**config.mk**
```make
export PLATFORM = sky130hd
export DESIGN_NAME = igf_top
export DESIGN_NICKNAME = d
export VERILOG_FILES = /design/src/igf_pkg.sv /design/src/igf_msq.sv /design/src/igf_top.sv
export SDC_FILE = /design/constraint.sdc
export NUM_CORES = 2
export LEC_CHECK = 0
export BUFFER_PORTS_ARGS = -buffer_cell sky130_fd_sc_hd__buf_2
export CAP_MARGIN = 40
export CORE_UTILIZATION = 60
export CTS_BUF_LIST = sky130_fd_sc_hd__clkbuf_8
export DETAILED_ROUTE_END_ITERATION = 7
export HOLD_SLACK_MARGIN = 0.03
export PLACE_DENSITY_LB_ADDON = 0.15
export SLEW_MARGIN = 10
export SYNTH_ARGS = -nofsm -noshare
export SYNTH_HDL_FRONTEND = slang
export SYNTH_SLANG_ARGS = --single-unit
```
**constraint.sdc**
```tcl
create_clock -name hclk -period 19.26 [get_ports hclk]
set_input_delay 2.889 -clock hclk [delete_from_list [all_inputs] [get_ports hclk]]
set_output_delay 2.889 -clock hclk [all_outputs]
set_load 0.03 [all_outputs]
```
**src/igf_pkg.sv**
```systemverilog
// Purpose: constants and types for the intermittent ground fault block
// Assumes: 10 MHz hclk, one protection tick shared by all timers
// Notes: threshold register holds the squared r.m.s. pickup value
package igf_pkg;
  // ----------------------------------------------------------------
  // clock and tick
  // ----------------------------------------------------------------
  localparam int CLK_HZ = 10_000_000;
  localparam int TICK_US = 1000;
  localparam int TICK_CYC = (CLK_HZ / 1_000_000) * TICK_US;
  localparam int TMR_W = 16;
  localparam int MSQ_LOG2 = 5;
  localparam int SMP_W = 16;
  localparam int SUM_W = 18;
  localparam int MSQ_W = 36;
  // ----------------------------------------------------------------
  // bus encodings and register offsets
  // ----------------------------------------------------------------
  localparam logic [2:0] HSIZE_WORD = 3'h2;
  localparam logic [7:0] OFS_CTRL = 8'h00;
  localparam logic [7:0] OFS_THRESH = 8'h04;
  localparam logic [7:0] OFS_EXT = 8'h08;
  localparam logic [7:0] OFS_TSUM = 8'h0c;
  localparam logic [7:0] OFS_TRES = 8'h10;
  localparam logic [7:0] OFS_NOS = 8'h14;
  localparam logic [7:0] OFS_MINTRIP = 8'h18;
  localparam logic [7:0] OFS_STATUS = 8'h1c;
  localparam logic [7:0] OFS_INTEG = 8'h20;
  // ----------------------------------------------------------------
  // fields and reset values
  // ----------------------------------------------------------------
  localparam int CTRL_ON_BIT = 0;
  localparam int CTRL_SRC_LSB = 1;
  localparam int CTRL_SRST_BIT = 3;
  localparam logic [31:0] THRESH_RST = 32'h0001_0000;
  localparam logic [TMR_W-1:0] EXT_RST = 16'h0000;
  localparam logic [TMR_W-1:0] TSUM_RST = 16'h0014;
  localparam logic [TMR_W-1:0] TRES_RST = 16'h012c;
  localparam logic [7:0] NOS_RST = 8'h03;
  localparam logic [TMR_W-1:0] MINTRIP_RST = 16'h0096;
  typedef enum logic [1:0] {SRC_GND, SRC_SENS, SRC_SUM} igf_src_e;
  typedef enum {S_IDLE, S_ACTIVE, S_TRIP} igf_state_e;
endpackage

```
**src/igf_msq.sv**
```systemverilog
// Purpose: block mean-square of a current sample stream
// Assumes: samples signed, at most one per cycle
// Notes: dc and every harmonic below half the sample rate are kept
`timescale 1ns/1ps
module igf_msq
  import igf_pkg::*;
(
  input wire logic hclk,
  input wire logic hresetn,
  input wire logic smp_vld,
  input wire logic signed [SUM_W-1:0] smp,
  output logic msq_vld,
  output logic [MSQ_W-1:0] msq
);
  // ----------------------------------------------------------------
  // accumulate squares over 2^MSQ_LOG2 samples
  // ----------------------------------------------------------------
  logic [MSQ_W+MSQ_LOG2-1:0] acc_ff, nxt_acc;
  logic [MSQ_LOG2-1:0] cnt_ff, nxt_cnt;
  logic vld_ff, nxt_vld;
  logic [MSQ_W-1:0] msq_ff, nxt_msq;
  logic [MSQ_W-1:0] sq;
  logic [MSQ_W+MSQ_LOG2-1:0] sum;

  always_comb begin
    // square at full width: a product at operand width would wrap
    sq = $unsigned(MSQ_W'(smp) * MSQ_W'(smp));
    sum = acc_ff + {{MSQ_LOG2{1'b0}}, sq};
    nxt_acc = acc_ff;
    nxt_cnt = cnt_ff;
    nxt_vld = 1'b0;
    nxt_msq = msq_ff;
    if (smp_vld) begin
      nxt_cnt = cnt_ff + 1'b1;
      if (&cnt_ff) begin
        // mean is a shift, so the window length stays a power of two
        nxt_msq = sum[MSQ_W+MSQ_LOG2-1:MSQ_LOG2];
        nxt_vld = 1'b1;
        nxt_acc = '0;
      end else begin
        nxt_acc = sum;
      end
    end
  end

  always_ff @(posedge hclk or negedge hresetn) begin
    if (!hresetn) begin
      acc_ff <= '0;
      cnt_ff <= '0;
      vld_ff <= 1'b0;
      msq_ff <= '0;
    end else begin
      acc_ff <= nxt_acc;
      cnt_ff <= nxt_cnt;
      vld_ff <= nxt_vld;
      msq_ff <= nxt_msq;
    end
  end

  assign msq_vld = vld_ff;
  assign msq = msq_ff;
endmodule

```
**src/igf_top.sv**
```systemverilog
// Purpose: intermittent ground fault detection, integration and trip
// Assumes: AHB-Lite slave, zero wait states, samples synchronous to hclk
// Notes: all timers count protection ticks of TICK_CYCLES clocks
//
// Notes on behaviour
// compare r.m.s. (dc and harmonics kept) of selected current with threshold
// current source is ground, sensitive ground, or summed phase currents
// raise raw fault detected while r.m.s. exceeds threshold
// count raw pickups; flag intermittent fault when count reaches setting
// stabilized pickup stretches raw detection by extension time
// integrate stabilized pickup time; flag summation expired at threshold
// after summation expiry trip only while fault is present
// hold trip at least the minimum trip duration
// trip end clears counter, integrator, timers; back to normal
// fault starts reset timer with integrator; show reset timer running
// each new fault reloads reset timer; integrator is not reloaded
// reset timer expiry without fault clears all; later fault is new event
// log raw detection only until intermittent flag is set
// duplicate raw detection for leds and relays, never suppressed
// no reclosing start from this function
// no breaker failure start from this function
// integrator holds value on dropout and resumes from it
// off setting stops pickup, counting and trip
// fault event closes on reset timer expiry or trip end
// common tick drives timers; soft reset clears event state; code keeps raw detection and settings
//
// The AHB-Lite register port and the register offsets were chosen for this implementation.
`timescale 1ns/1ps
module igf_top
  import igf_pkg::*;
#(
  parameter int TICK_CYCLES = TICK_CYC
) (
  input wire logic hclk,
  input wire logic hresetn,
  input wire logic hsel,
  input wire logic [31:0] haddr,
  input wire logic [1:0] htrans,
  input wire logic hwrite,
  input wire logic [2:0] hsize,
  input wire logic [31:0] hwdata,
  input wire logic hready,
  output logic hreadyout,
  output logic hresp,
  output logic [31:0] hrdata,
  input wire logic samp_vld,
  input wire logic signed [SMP_W-1:0] samp_gnd,
  input wire logic signed [SMP_W-1:0] samp_sens,
  input wire logic signed [SMP_W-1:0] samp_pa,
  input wire logic signed [SMP_W-1:0] samp_pb,
  input wire logic signed [SMP_W-1:0] samp_pc,
  output logic raw_fault_detected,
  output logic intermittent_fault_flag,
  output logic stabilized_pickup,
  output logic summation_expired_msg,
  output logic fault_trip_output,
  output logic clear_timer_running_msg,
  output logic fault_log_msg,
  output logic fault_relay_msg,
  output logic event_closed,
  output logic reclose_start,
  output logic bkr_fail_start
);
  // ----------------------------------------------------------------
  // bus slave and settings
  // ----------------------------------------------------------------
  logic wr_ff, nxt_wr;
  logic [7:0] wa_ff, nxt_wa;
  logic [31:0] rd_ff, nxt_rd, rmux;
  logic on_ff, nxt_on, srst_ff, nxt_srst;
  logic [1:0] src_ff, nxt_src;
  logic [31:0] thr_ff, nxt_thr;
  logic [TMR_W-1:0] ext_set_ff, nxt_ext_set, tsum_ff, nxt_tsum;
  logic [TMR_W-1:0] tres_set_ff, nxt_tres_set, mt_set_ff, nxt_mt_set;
  logic [7:0] nos_ff, nxt_nos;
  logic raw_ff, int_ff, stab_ff, sumexp_ff, trip_ff, trun_ff;
  logic log_ff, relay_ff, close_ff;
  logic [7:0] cnt_ff;
  logic [TMR_W-1:0] integ_ff;
  igf_state_e state_ff;
  logic take;

  always_comb begin
    take = hsel & hready & htrans[1];
    rmux = 32'h0000_0000;
    case (haddr[7:0])
      OFS_CTRL: rmux = {28'h0, 1'b0, src_ff, on_ff};
      OFS_THRESH: rmux = thr_ff;
      OFS_EXT: rmux = {16'h0, ext_set_ff};
      OFS_TSUM: rmux = {16'h0, tsum_ff};
      OFS_TRES: rmux = {16'h0, tres_set_ff};
      OFS_NOS: rmux = {24'h0, nos_ff};
      OFS_MINTRIP: rmux = {16'h0, mt_set_ff};
      OFS_STATUS: rmux = {24'h0, trun_ff, trip_ff, sumexp_ff, stab_ff, int_ff, raw_ff,
                          log_ff, relay_ff};
      OFS_INTEG: rmux = {16'h0, integ_ff};
      default: rmux = 32'h0000_0000;
    endcase
    nxt_rd = (take & ~hwrite) ? rmux : 32'h0000_0000;
    nxt_wr = take & hwrite & (hsize == HSIZE_WORD);
    nxt_wa = haddr[7:0];
    nxt_on = on_ff;
    nxt_src = src_ff;
    nxt_srst = 1'b0;
    nxt_thr = thr_ff;
    nxt_ext_set = ext_set_ff;
    nxt_tsum = tsum_ff;
    nxt_tres_set = tres_set_ff;
    nxt_nos = nos_ff;
    nxt_mt_set = mt_set_ff;
    if (wr_ff) begin
      case (wa_ff)
        OFS_CTRL: begin
          nxt_on = hwdata[CTRL_ON_BIT];
          nxt_src = hwdata[CTRL_SRC_LSB+1:CTRL_SRC_LSB];
          nxt_srst = hwdata[CTRL_SRST_BIT];
        end
        OFS_THRESH: nxt_thr = hwdata;
        OFS_EXT: nxt_ext_set = hwdata[TMR_W-1:0];
        OFS_TSUM: nxt_tsum = hwdata[TMR_W-1:0];
        OFS_TRES: nxt_tres_set = hwdata[TMR_W-1:0];
        OFS_NOS: nxt_nos = hwdata[7:0];
        OFS_MINTRIP: nxt_mt_set = hwdata[TMR_W-1:0];
        default: nxt_on = on_ff;
      endcase
    end
  end

  always_ff @(posedge hclk or negedge hresetn) begin
    if (!hresetn) begin
      wr_ff <= 1'b0;
      wa_ff <= 8'h00;
      rd_ff <= 32'h0000_0000;
      on_ff <= 1'b0;
      src_ff <= 2'h0;
      srst_ff <= 1'b0;
      thr_ff <= THRESH_RST;
      ext_set_ff <= EXT_RST;
      tsum_ff <= TSUM_RST;
      tres_set_ff <= TRES_RST;
      nos_ff <= NOS_RST;
      mt_set_ff <= MINTRIP_RST;
    end else begin
      wr_ff <= nxt_wr;
      wa_ff <= nxt_wa;
      rd_ff <= nxt_rd;
      on_ff <= nxt_on;
      src_ff <= nxt_src;
      srst_ff <= nxt_srst;
      thr_ff <= nxt_thr;
      ext_set_ff <= nxt_ext_set;
      tsum_ff <= nxt_tsum;
      tres_set_ff <= nxt_tres_set;
      nos_ff <= nxt_nos;
      mt_set_ff <= nxt_mt_set;
    end
  end

  // ----------------------------------------------------------------
  // source select, mean square and tick
  // ----------------------------------------------------------------
  logic signed [SUM_W-1:0] smp_sel;
  logic msq_vld;
  logic [MSQ_W-1:0] msq;
  logic [13:0] tk_ff, nxt_tk;
  logic tick;

  always_comb begin
    case (src_ff)
      SRC_SENS: smp_sel = SUM_W'(samp_sens);
      SRC_SUM: smp_sel = SUM_W'(samp_pa) + SUM_W'(samp_pb) + SUM_W'(samp_pc);
      default: smp_sel = SUM_W'(samp_gnd);
    endcase
    tick = (tk_ff == 14'(TICK_CYCLES - 1));
    nxt_tk = tick ? 14'h0000 : tk_ff + 14'h0001;
  end

  always_ff @(posedge hclk or negedge hresetn) begin
    if (!hresetn) begin
      tk_ff <= 14'h0000;
    end else begin
      tk_ff <= nxt_tk;
    end
  end

  igf_msq u_msq (
    .hclk(hclk),
    .hresetn(hresetn),
    .smp_vld(samp_vld),
    .smp(smp_sel),
    .msq_vld(msq_vld),
    .msq(msq)
  );

  // ----------------------------------------------------------------
  // detection, integration and trip
  // ----------------------------------------------------------------
  logic nxt_raw, nxt_int, nxt_stab, nxt_sumexp, nxt_log, nxt_close;
  logic [7:0] nxt_cnt;
  logic [TMR_W-1:0] ext_ff, nxt_ext, nxt_integ, tres_ff, nxt_tres, mt_ff, nxt_mt;
  igf_state_e nxt_state;
  logic rise, expire, trip_end, clr;

  always_comb begin
    expire = (state_ff == S_ACTIVE) & tick & (tres_ff <= 16'h0001) & ~raw_ff;
    trip_end = (state_ff == S_TRIP) & (mt_ff == 16'h0000) & ~raw_ff;
    clr = ~on_ff | srst_ff | expire | trip_end;
    nxt_raw = raw_ff;
    if (!on_ff) begin
      nxt_raw = 1'b0;
    end else if (msq_vld) begin
      nxt_raw = (msq > {4'h0, thr_ff});
    end
    rise = nxt_raw & ~raw_ff;
    nxt_cnt = clr ? {7'h00, rise} : cnt_ff + {7'h00, rise & ~&cnt_ff};
    // a pickup landing on the clear cycle still counts as one and sets the flag when nos_ff is 1: set wins
    nxt_int = (~clr & int_ff) | ((nxt_cnt >= nos_ff) & (nos_ff != 8'h00));
    nxt_ext = ext_ff;
    if (clr) begin
      nxt_ext = 16'h0000;
    end else if (raw_ff) begin
      nxt_ext = ext_set_ff;
    end else if (tick && ext_ff != 16'h0000) begin
      nxt_ext = ext_ff - 16'h0001;
    end
    nxt_stab = nxt_raw | (nxt_ext != 16'h0000);
    nxt_integ = integ_ff;
    if (clr) begin
      nxt_integ = 16'h0000;
    end else if (tick && stab_ff && integ_ff != 16'hffff) begin
      nxt_integ = integ_ff + 16'h0001;
    end
    nxt_state = state_ff;
    nxt_mt = 16'h0000;
    case (state_ff)
      S_IDLE: begin
        if (nxt_raw) begin
          nxt_state = S_ACTIVE;
        end
      end
      S_ACTIVE: begin
        if (expire) begin
          nxt_state = S_IDLE;
        end else if (sumexp_ff && raw_ff) begin
          nxt_state = S_TRIP;
          nxt_mt = mt_set_ff;
        end
      end
      S_TRIP: begin
        if (trip_end) begin
          nxt_state = S_IDLE;
        end else if (tick && mt_ff != 16'h0000) begin
          nxt_mt = mt_ff - 16'h0001;
        end else begin
          nxt_mt = mt_ff;
        end
      end
      default: nxt_state = S_IDLE;
    endcase
    if (!on_ff || srst_ff) begin
      nxt_state = S_IDLE;
      nxt_mt = 16'h0000;
    end
    nxt_tres = tres_ff;
    if (clr) begin
      nxt_tres = 16'h0000;
    end else if (tick && tres_ff != 16'h0000) begin
      nxt_tres = tres_ff - 16'h0001;
    end
    if (nxt_raw && nxt_state != S_IDLE) begin
      nxt_tres = tres_set_ff;
    end
    // summation is only meaningful inside an open fault event
    nxt_sumexp = ~clr & (nxt_state != S_IDLE) & (nxt_integ >= tsum_ff);
    nxt_log = nxt_raw & ~nxt_int;
    nxt_close = (state_ff != S_IDLE) & (expire | trip_end);
  end

  always_ff @(posedge hclk or negedge hresetn) begin
    if (!hresetn) begin
      raw_ff <= 1'b0;
      int_ff <= 1'b0;
      stab_ff <= 1'b0;
      sumexp_ff <= 1'b0;
      trip_ff <= 1'b0;
      trun_ff <= 1'b0;
      log_ff <= 1'b0;
      relay_ff <= 1'b0;
      close_ff <= 1'b0;
      cnt_ff <= 8'h00;
      ext_ff <= 16'h0000;
      integ_ff <= 16'h0000;
      tres_ff <= 16'h0000;
      mt_ff <= 16'h0000;
      state_ff <= S_IDLE;
    end else begin
      raw_ff <= nxt_raw;
      int_ff <= nxt_int;
      stab_ff <= nxt_stab;
      sumexp_ff <= nxt_sumexp;
      trip_ff <= (nxt_state == S_TRIP);
      trun_ff <= (nxt_state != S_IDLE);
      log_ff <= nxt_log;
      relay_ff <= nxt_raw;
      close_ff <= nxt_close;
      cnt_ff <= nxt_cnt;
      ext_ff <= nxt_ext;
      integ_ff <= nxt_integ;
      tres_ff <= nxt_tres;
      mt_ff <= nxt_mt;
      state_ff <= nxt_state;
    end
  end

  // ----------------------------------------------------------------
  // outputs
  // ----------------------------------------------------------------
  // reclosing and breaker failure starts stay low: trip here is not
  // followed by a standing pickup, so those functions would misjudge it
  logic nostart_ff;
  always_ff @(posedge hclk or negedge hresetn) begin
    if (!hresetn) begin
      nostart_ff <= 1'b0;
    end else begin
      nostart_ff <= 1'b0;
    end
  end
  logic hro_ff;
  always_ff @(posedge hclk or negedge hresetn) begin
    if (!hresetn) begin
      hro_ff <= 1'b0;
    end else begin
      hro_ff <= 1'b1;
    end
  end

  assign hreadyout = hro_ff;
  assign hresp = nostart_ff;
  assign hrdata = rd_ff;
  assign raw_fault_detected = raw_ff;
  assign intermittent_fault_flag = int_ff;
  assign stabilized_pickup = stab_ff;
  assign summation_expired_msg = sumexp_ff;
  assign fault_trip_output = trip_ff;
  assign clear_timer_running_msg = trun_ff;
  assign fault_log_msg = log_ff;
  assign fault_relay_msg = relay_ff;
  assign event_closed = close_ff;
  assign reclose_start = nostart_ff;
  assign bkr_fail_start = nostart_ff;
endmodule

```
== After elaboration in Yosys (flattened, before gate mapping) ==
Index checks and enable logic that the tools add are counted.
Widths: inputs -> output; s select.
Cells by class
  add/sub/neg operators: 10
  multiply operators: 1
  divide/modulo/power cells: 0
  magnitude comparators: 4
  equality and inequality tests: 25
  shift-type cells: 0
  mux-type cells: 32
  bitwise gates (word level): 29
  reduce and logical (&&, ||, !) cells: 32
Operators with widths (number)
  $pmux 32 s9: 1
  $mux 16: 13
  $mux 32: 6
  $pmux 32 s3: 1
  $eq 32x2->1 const B: 2
  $eq 32x3->1 const B: 2
  $reduce_bool 16->1: 4
  $reduce_bool 32->1: 2
  $eq 8x5->1 const B: 7
  $sub 16x1->16 const B: 3
  $add 41x36->41: 1
  $mux 41: 1
  $gt 36x32->1: 1
  $mul 18x18->36: 1
  $pmux 18 s2: 1
  $eq 32x1->1 const B: 1
  $eq 8x4->1 const B: 4
  $logic_not 32->1: 1
  $pmux 16 s2: 1
  $add 17x16->18: 1
  $and 1x1->1: 18
  $add 16x16->17: 1
  $add 16x1->16 const B: 1
  $eq 8x3->1 const B: 2
  other kinds (29): 57
Storage, ports and cells
  bits in registers: 359
  bits in latches: 0
  bits in writable memories: 0
  bits in read-only memories: 0
  input bits: 155
  output and inout port bits: 45
  word-level logic and storage cells: 165
  memories kept: 0

== Longest topological paths before layout ==
  depth after elaboration: 12
  depth in mapped cells: 49
  mapped depth without buffers: 47

== Cells and area by module ==
From an unflattened synthesis, not the netlist that was laid out.
Unflattened totals
  cell total of the unflattened synthesis: 3169
  area total of the unflattened synthesis: 30932.2 um^2
Modules (own cells, without submodules)
  igf_msq: times used 1, cells each 1760, area an instance 16047.9 um^2, seq. area each 2077.0 um^2
  igf_top: times used 1, cells each 1409, area an instance 14884.3 um^2, seq. area each 6922.9 um^2

== Worst setup path after synthesis ==
No wires, ideal clock.
  path kind: input to register
  start point: input port samp_pa[1]
  end point: register u_msq.msq_ff[32] (netlist: u_msq.msq[32])
  library setup time: 0.124 ns
  arrival: 12.941 ns
  required time: 19.136 ns
  path slack: 6.195 ns
  stages: 44
  path buffers: 1
  cells stage by stage: inv_1 -> fa_1 -> inv_1 -> ha_1 -> inv_1 -> fa_1 -> nor2b_1 -> o21a_1 -> o21a_1 -> o21ai_0 -> a21o_1 -> o21bai_1 -> xnor2_1 -> o221ai_1 -> clkbuf_1 -> nand2_1 -> fa_1 -> inv_1 -> [8 not listed] -> inv_1 -> ha_1 -> inv_1 -> or4_1 -> a31oi_1 -> o22ai_1 -> o31a_1 -> o31ai_1 -> nor2_1 -> ha_1 -> a21o_1 -> a21oi_1 -> o21ai_0 -> and2_1 -> or2_2 -> o31ai_1 -> nor3_1 -> o31a_1
Between the ends
  cells in the longest elaborated chain, start to end: 5
Ends and longest elaborated chain
  from (decl): line igf_top.sv:49  | input wire logic signed [SMP_W-1:0] samp_pa,
  $add 16x16->17: line igf_top.sv:171  | SRC_SUM: smp_sel = SUM_W'(samp_pa) + SUM_W'(samp_pb) + SUM_W'(samp_pc);
  $add 17x16->18: line igf_top.sv:171
  $pmux 18 s2: line igf_top.sv:169  | case (src_ff)
  $mul 18x18->36: line igf_msq.sv:27  | sq = $unsigned(MSQ_W'(smp) * MSQ_W'(smp));
  $add 41x36->41: line igf_msq.sv:28  | sum = acc_ff + {{MSQ_LOG2{1'b0}}, sq};
  to (signal assigned): line igf_msq.sv:56  | msq_ff <= nxt_msq;
  to (decl): line igf_msq.sv:21  | logic [MSQ_W-1:0] msq_ff, nxt_msq;
Every way passes these cells.
A chain may end at the register's enable or synchronous reset.

== Worst setup path after layout ==
Same ends and word-level chain as after synthesis.

==> metrics.txt <==
remaining antenna violation count 0; routed wire length 74800 µm; die width around 230 µm; yosys warns 0; Startpoint Class input pin; clk_skew 0.0444 ns; CTS sink cnt 359; critical path arrival 14.51 ns; Post-synth EDFFs 0; worst reg2reg path startpoint src_ff[0]; clock slew at reported path FFs 0.06 ns; FMAX 71.2 MHz; data required time at the worst endpoint 19.73 ns; worst reg-to-reg path cell count 37; worst-path maximum fanout 15; I/O Buffers between 150 and 200; Yosys top cell by area dfrtp_1; Area contributors post-synth dfrtp_1 (28%), fa_1 (21%), ha_1 (9.3%); MaxCap Viol Count 0; flop-to-flop setup slack 7.84 ns; first-pass GRT wire length 123000 µm; status finished with violations; hold wc startpoint tres_set_ff[10]; max incr delay on CP 0.67 ns; worst hold endpoint tres_ff[10]; Avg Cell Area, Syn 9.84 µm²; Multi-input gate area 0.0194 mm²; fill count 4022; endpoints failing hold 0; hold buffer count at cts 0; post-synthesis sequential area ratio 29.4%; clk root buf clkbuf_8; capturing point of the worst reg2reg path u_msq.msq[32]; max-slew violations 0; Vias 23300; Crit path top cell by count inv_1; critical path class in2reg; post-synth top area share 28.3%; layout cells sized above 1 13.7%; TNS Setup 0 ns; routed len/inst ~19 µm; crit path max-delay cell type o31ai_1; CTS tree done; IO Count 200; path category of the worst min-delay check reg2reg; flops & latches, synth ~360; area grow syn2layout 9.67%; min cycle time layout 14.04 ns; initial cell density of the core 60.9%; vias in the first global route 24500; DRC viols 1; # Post-CTS Setup Buffers 0; GRT Overall Usage 29.4%; Top FF cell, synth dfrtp_1; hold_ws 0.483 ns; crit path capture type flip-flop; Nets between 4000 and 5000; core area around 0.05 mm²; Syn Inst Count just over 3000; die area 0.0519 mm²; largest net degree at the start of global routing 176; setup violators final 0; Synth Cell Area approximately 0.03 mm²; routability cong. just over 0.9; Num CTS Buffers 57; Seq. cell area 0.00900 mm²; Vias/cell roughly 5.8; Die Height 228 µm; # rows between 80 and 90; period utilization between 70% and 80%; GRT Residual Overflow 0; failing checks DRC; initial antenna violation count 0; relative slew slack 32.2%; later-pin clock latency in the skew report 0.63 ns; Hold Crit Depth 2; worst slew pin tran 1.01 ns; # resized after CTS 0; H-Tree Depth 2; antenna diode count 0; drt pass-1 iters 8; Netlist cell types 99; share of async-settable or async-resettable flops after synthesis 100%; HPWL after detailed placement 58800 µm; deepest clock path buffer count 3; unrepaired setup endpoints after global routing false; DRT iter0 DRCs 1707
## how the worst max path moves through the flow
stage                    end  slack, ns       start
3_5_place_dp   u_msq.msq[34]       4.79  samp_pa[1]
4_1_cts        u_msq.msq[32]       5.38  samp_pa[1]
5_1_grt        u_msq.msq[34]       4.66  samp_pa[1]
3_3_place_gp   u_msq.msq[29]       4.90  samp_pa[1]
6_report       u_msq.msq[32]       5.22  samp_pa[1]
2_1_floorplan  u_msq.msq[32]       6.19  samp_pa[1]
## Yosys cell counts (42+ instances only)
library cell	instances
nand2_1	305
a21oi_1	116
nor2_1	180
dfrtp_1	346
xor2_1	66
xnor2_1	83
fa_1	314
a21o_1	47
clkbuf_1	74
o21ai_0	115
inv_1	496
nor3_1	42
nand3_1	57
mux2_2	94
ha_1	228
## logic make-up (layout without fill, tap and decap cells)
group	count (synthesis)	after routing	share of synthesized area [%]
AO/OA/AOI/OAI	568	568	12.7
XOR/XNOR	149	149	4.27
adder cells (fa/ha/maj)	542	542	29.9
buffers and inverters	597	812	7.52
flip-flops	359	359	29.4
multiplexers	102	102	3.78
other	2	34	0.0246
AND/OR/NAND/NOR	788	788	12.3
## cell usage in the layout (no fill, tap or decap), types with 13 or more instances in the layout
cell,instances
and2_1,28
nor3_1,39
nor2_1,180
inv_1,516
o2bb2ai_1,32
and3_1,14
nand4_1,21
o31ai_1,25
a21oi_1,115
o21ai_0,114
a22oi_1,39
clkbuf_8,71
dfrtp_1,346
a222oi_1,24
xor2_1,66
conb_1,34
buf_4,28
nand2_1,305
or3_1,16
ha_1,228
a21o_1,47
xnor2_1,83
nor4_1,19
o21bai_1,13
mux2_2,94
o21a_1,26
nor2b_1,18
fa_1,314
a211oi_1,15
nand3_1,56
nand2b_1,17
buf_2,171
dfstp_2,13
## worst max-delay path, delay by kind of cell
| family | cells | cell delay (ns) |
|---|---|---|
| and+or+nand+nor | 7 | 1.63 |
| AOI/OAI and AO/OA | 15 | 3.90 |
| buffers and inverters | 11 | 1.24 |
| adders and majority gates | 11 | 4.84 |
## cell type report
class | count | share of cell area [%]
Multi-Input combinational cell | 2183 | 58.0
Clock inverter | 34 | 0.694
Timing Repair Buffer | 205 | 3.46
Inverter | 502 | 5.62
Clock buffer | 71 | 2.91
Sequential cell | 359 | 26.8
Tap cell | 672 | 2.51
## per-stage QoR
step / worst slack (ns) / instance area (µm²) / std cells / util, %
3_3_place_gp: 4.90 / 32200 / 3915 / 64.3
4_1_cts: 5.38 / 33500 / 4026 / 66.8
5_1_grt: 4.66 / 33500 / 4026 / 66.8
2_1_floorplan: 6.19 / 30700 / 3139 / -
6_report: 5.22 / 33500 / 4026 / 66.8
3_5_place_dp: 4.79 / 32300 / 3921 / 64.4
## state kept, by name, summed over array words and instances, names as in the netlist, 2 cells and up
signal and flops:
tres_ff 16, hrdata 32, wa_ff 8, tsum_ff 16
u_msq.msq 36, u_msq.cnt_ff 5, ext_set_ff 16, nos_ff 8
ext_ff 16, mt_set_ff 16, u_msq.acc_ff 41, src_ff 2
thr_ff 32, state_ff 32, cnt_ff 8, integ_ff 16
tk_ff 14, mt_ff 16, tres_set_ff 16
## routing by layer
| metal | vias to the layer above | share of wire [%] | GRT usage [%] | wire, µm |
|---|---|---|---|---|
| li1 | 10800 | - | - | - |
| met1 | 11700 | 40 | 38.2 | 30200 |
| met2 | 697 | 51 | 50.9 | 37900 |
| met3 | 157 | 5.8 | 4.01 | 4350 |
| met4 | 0 | 3.2 | 9.80 | 2380 |
| met5 | - | 0 | 0 | 0 |
Power is left out: the tool's default activity adds up to more than one toggle a clock period on the data nets, which glitch-free logic cannot reach.
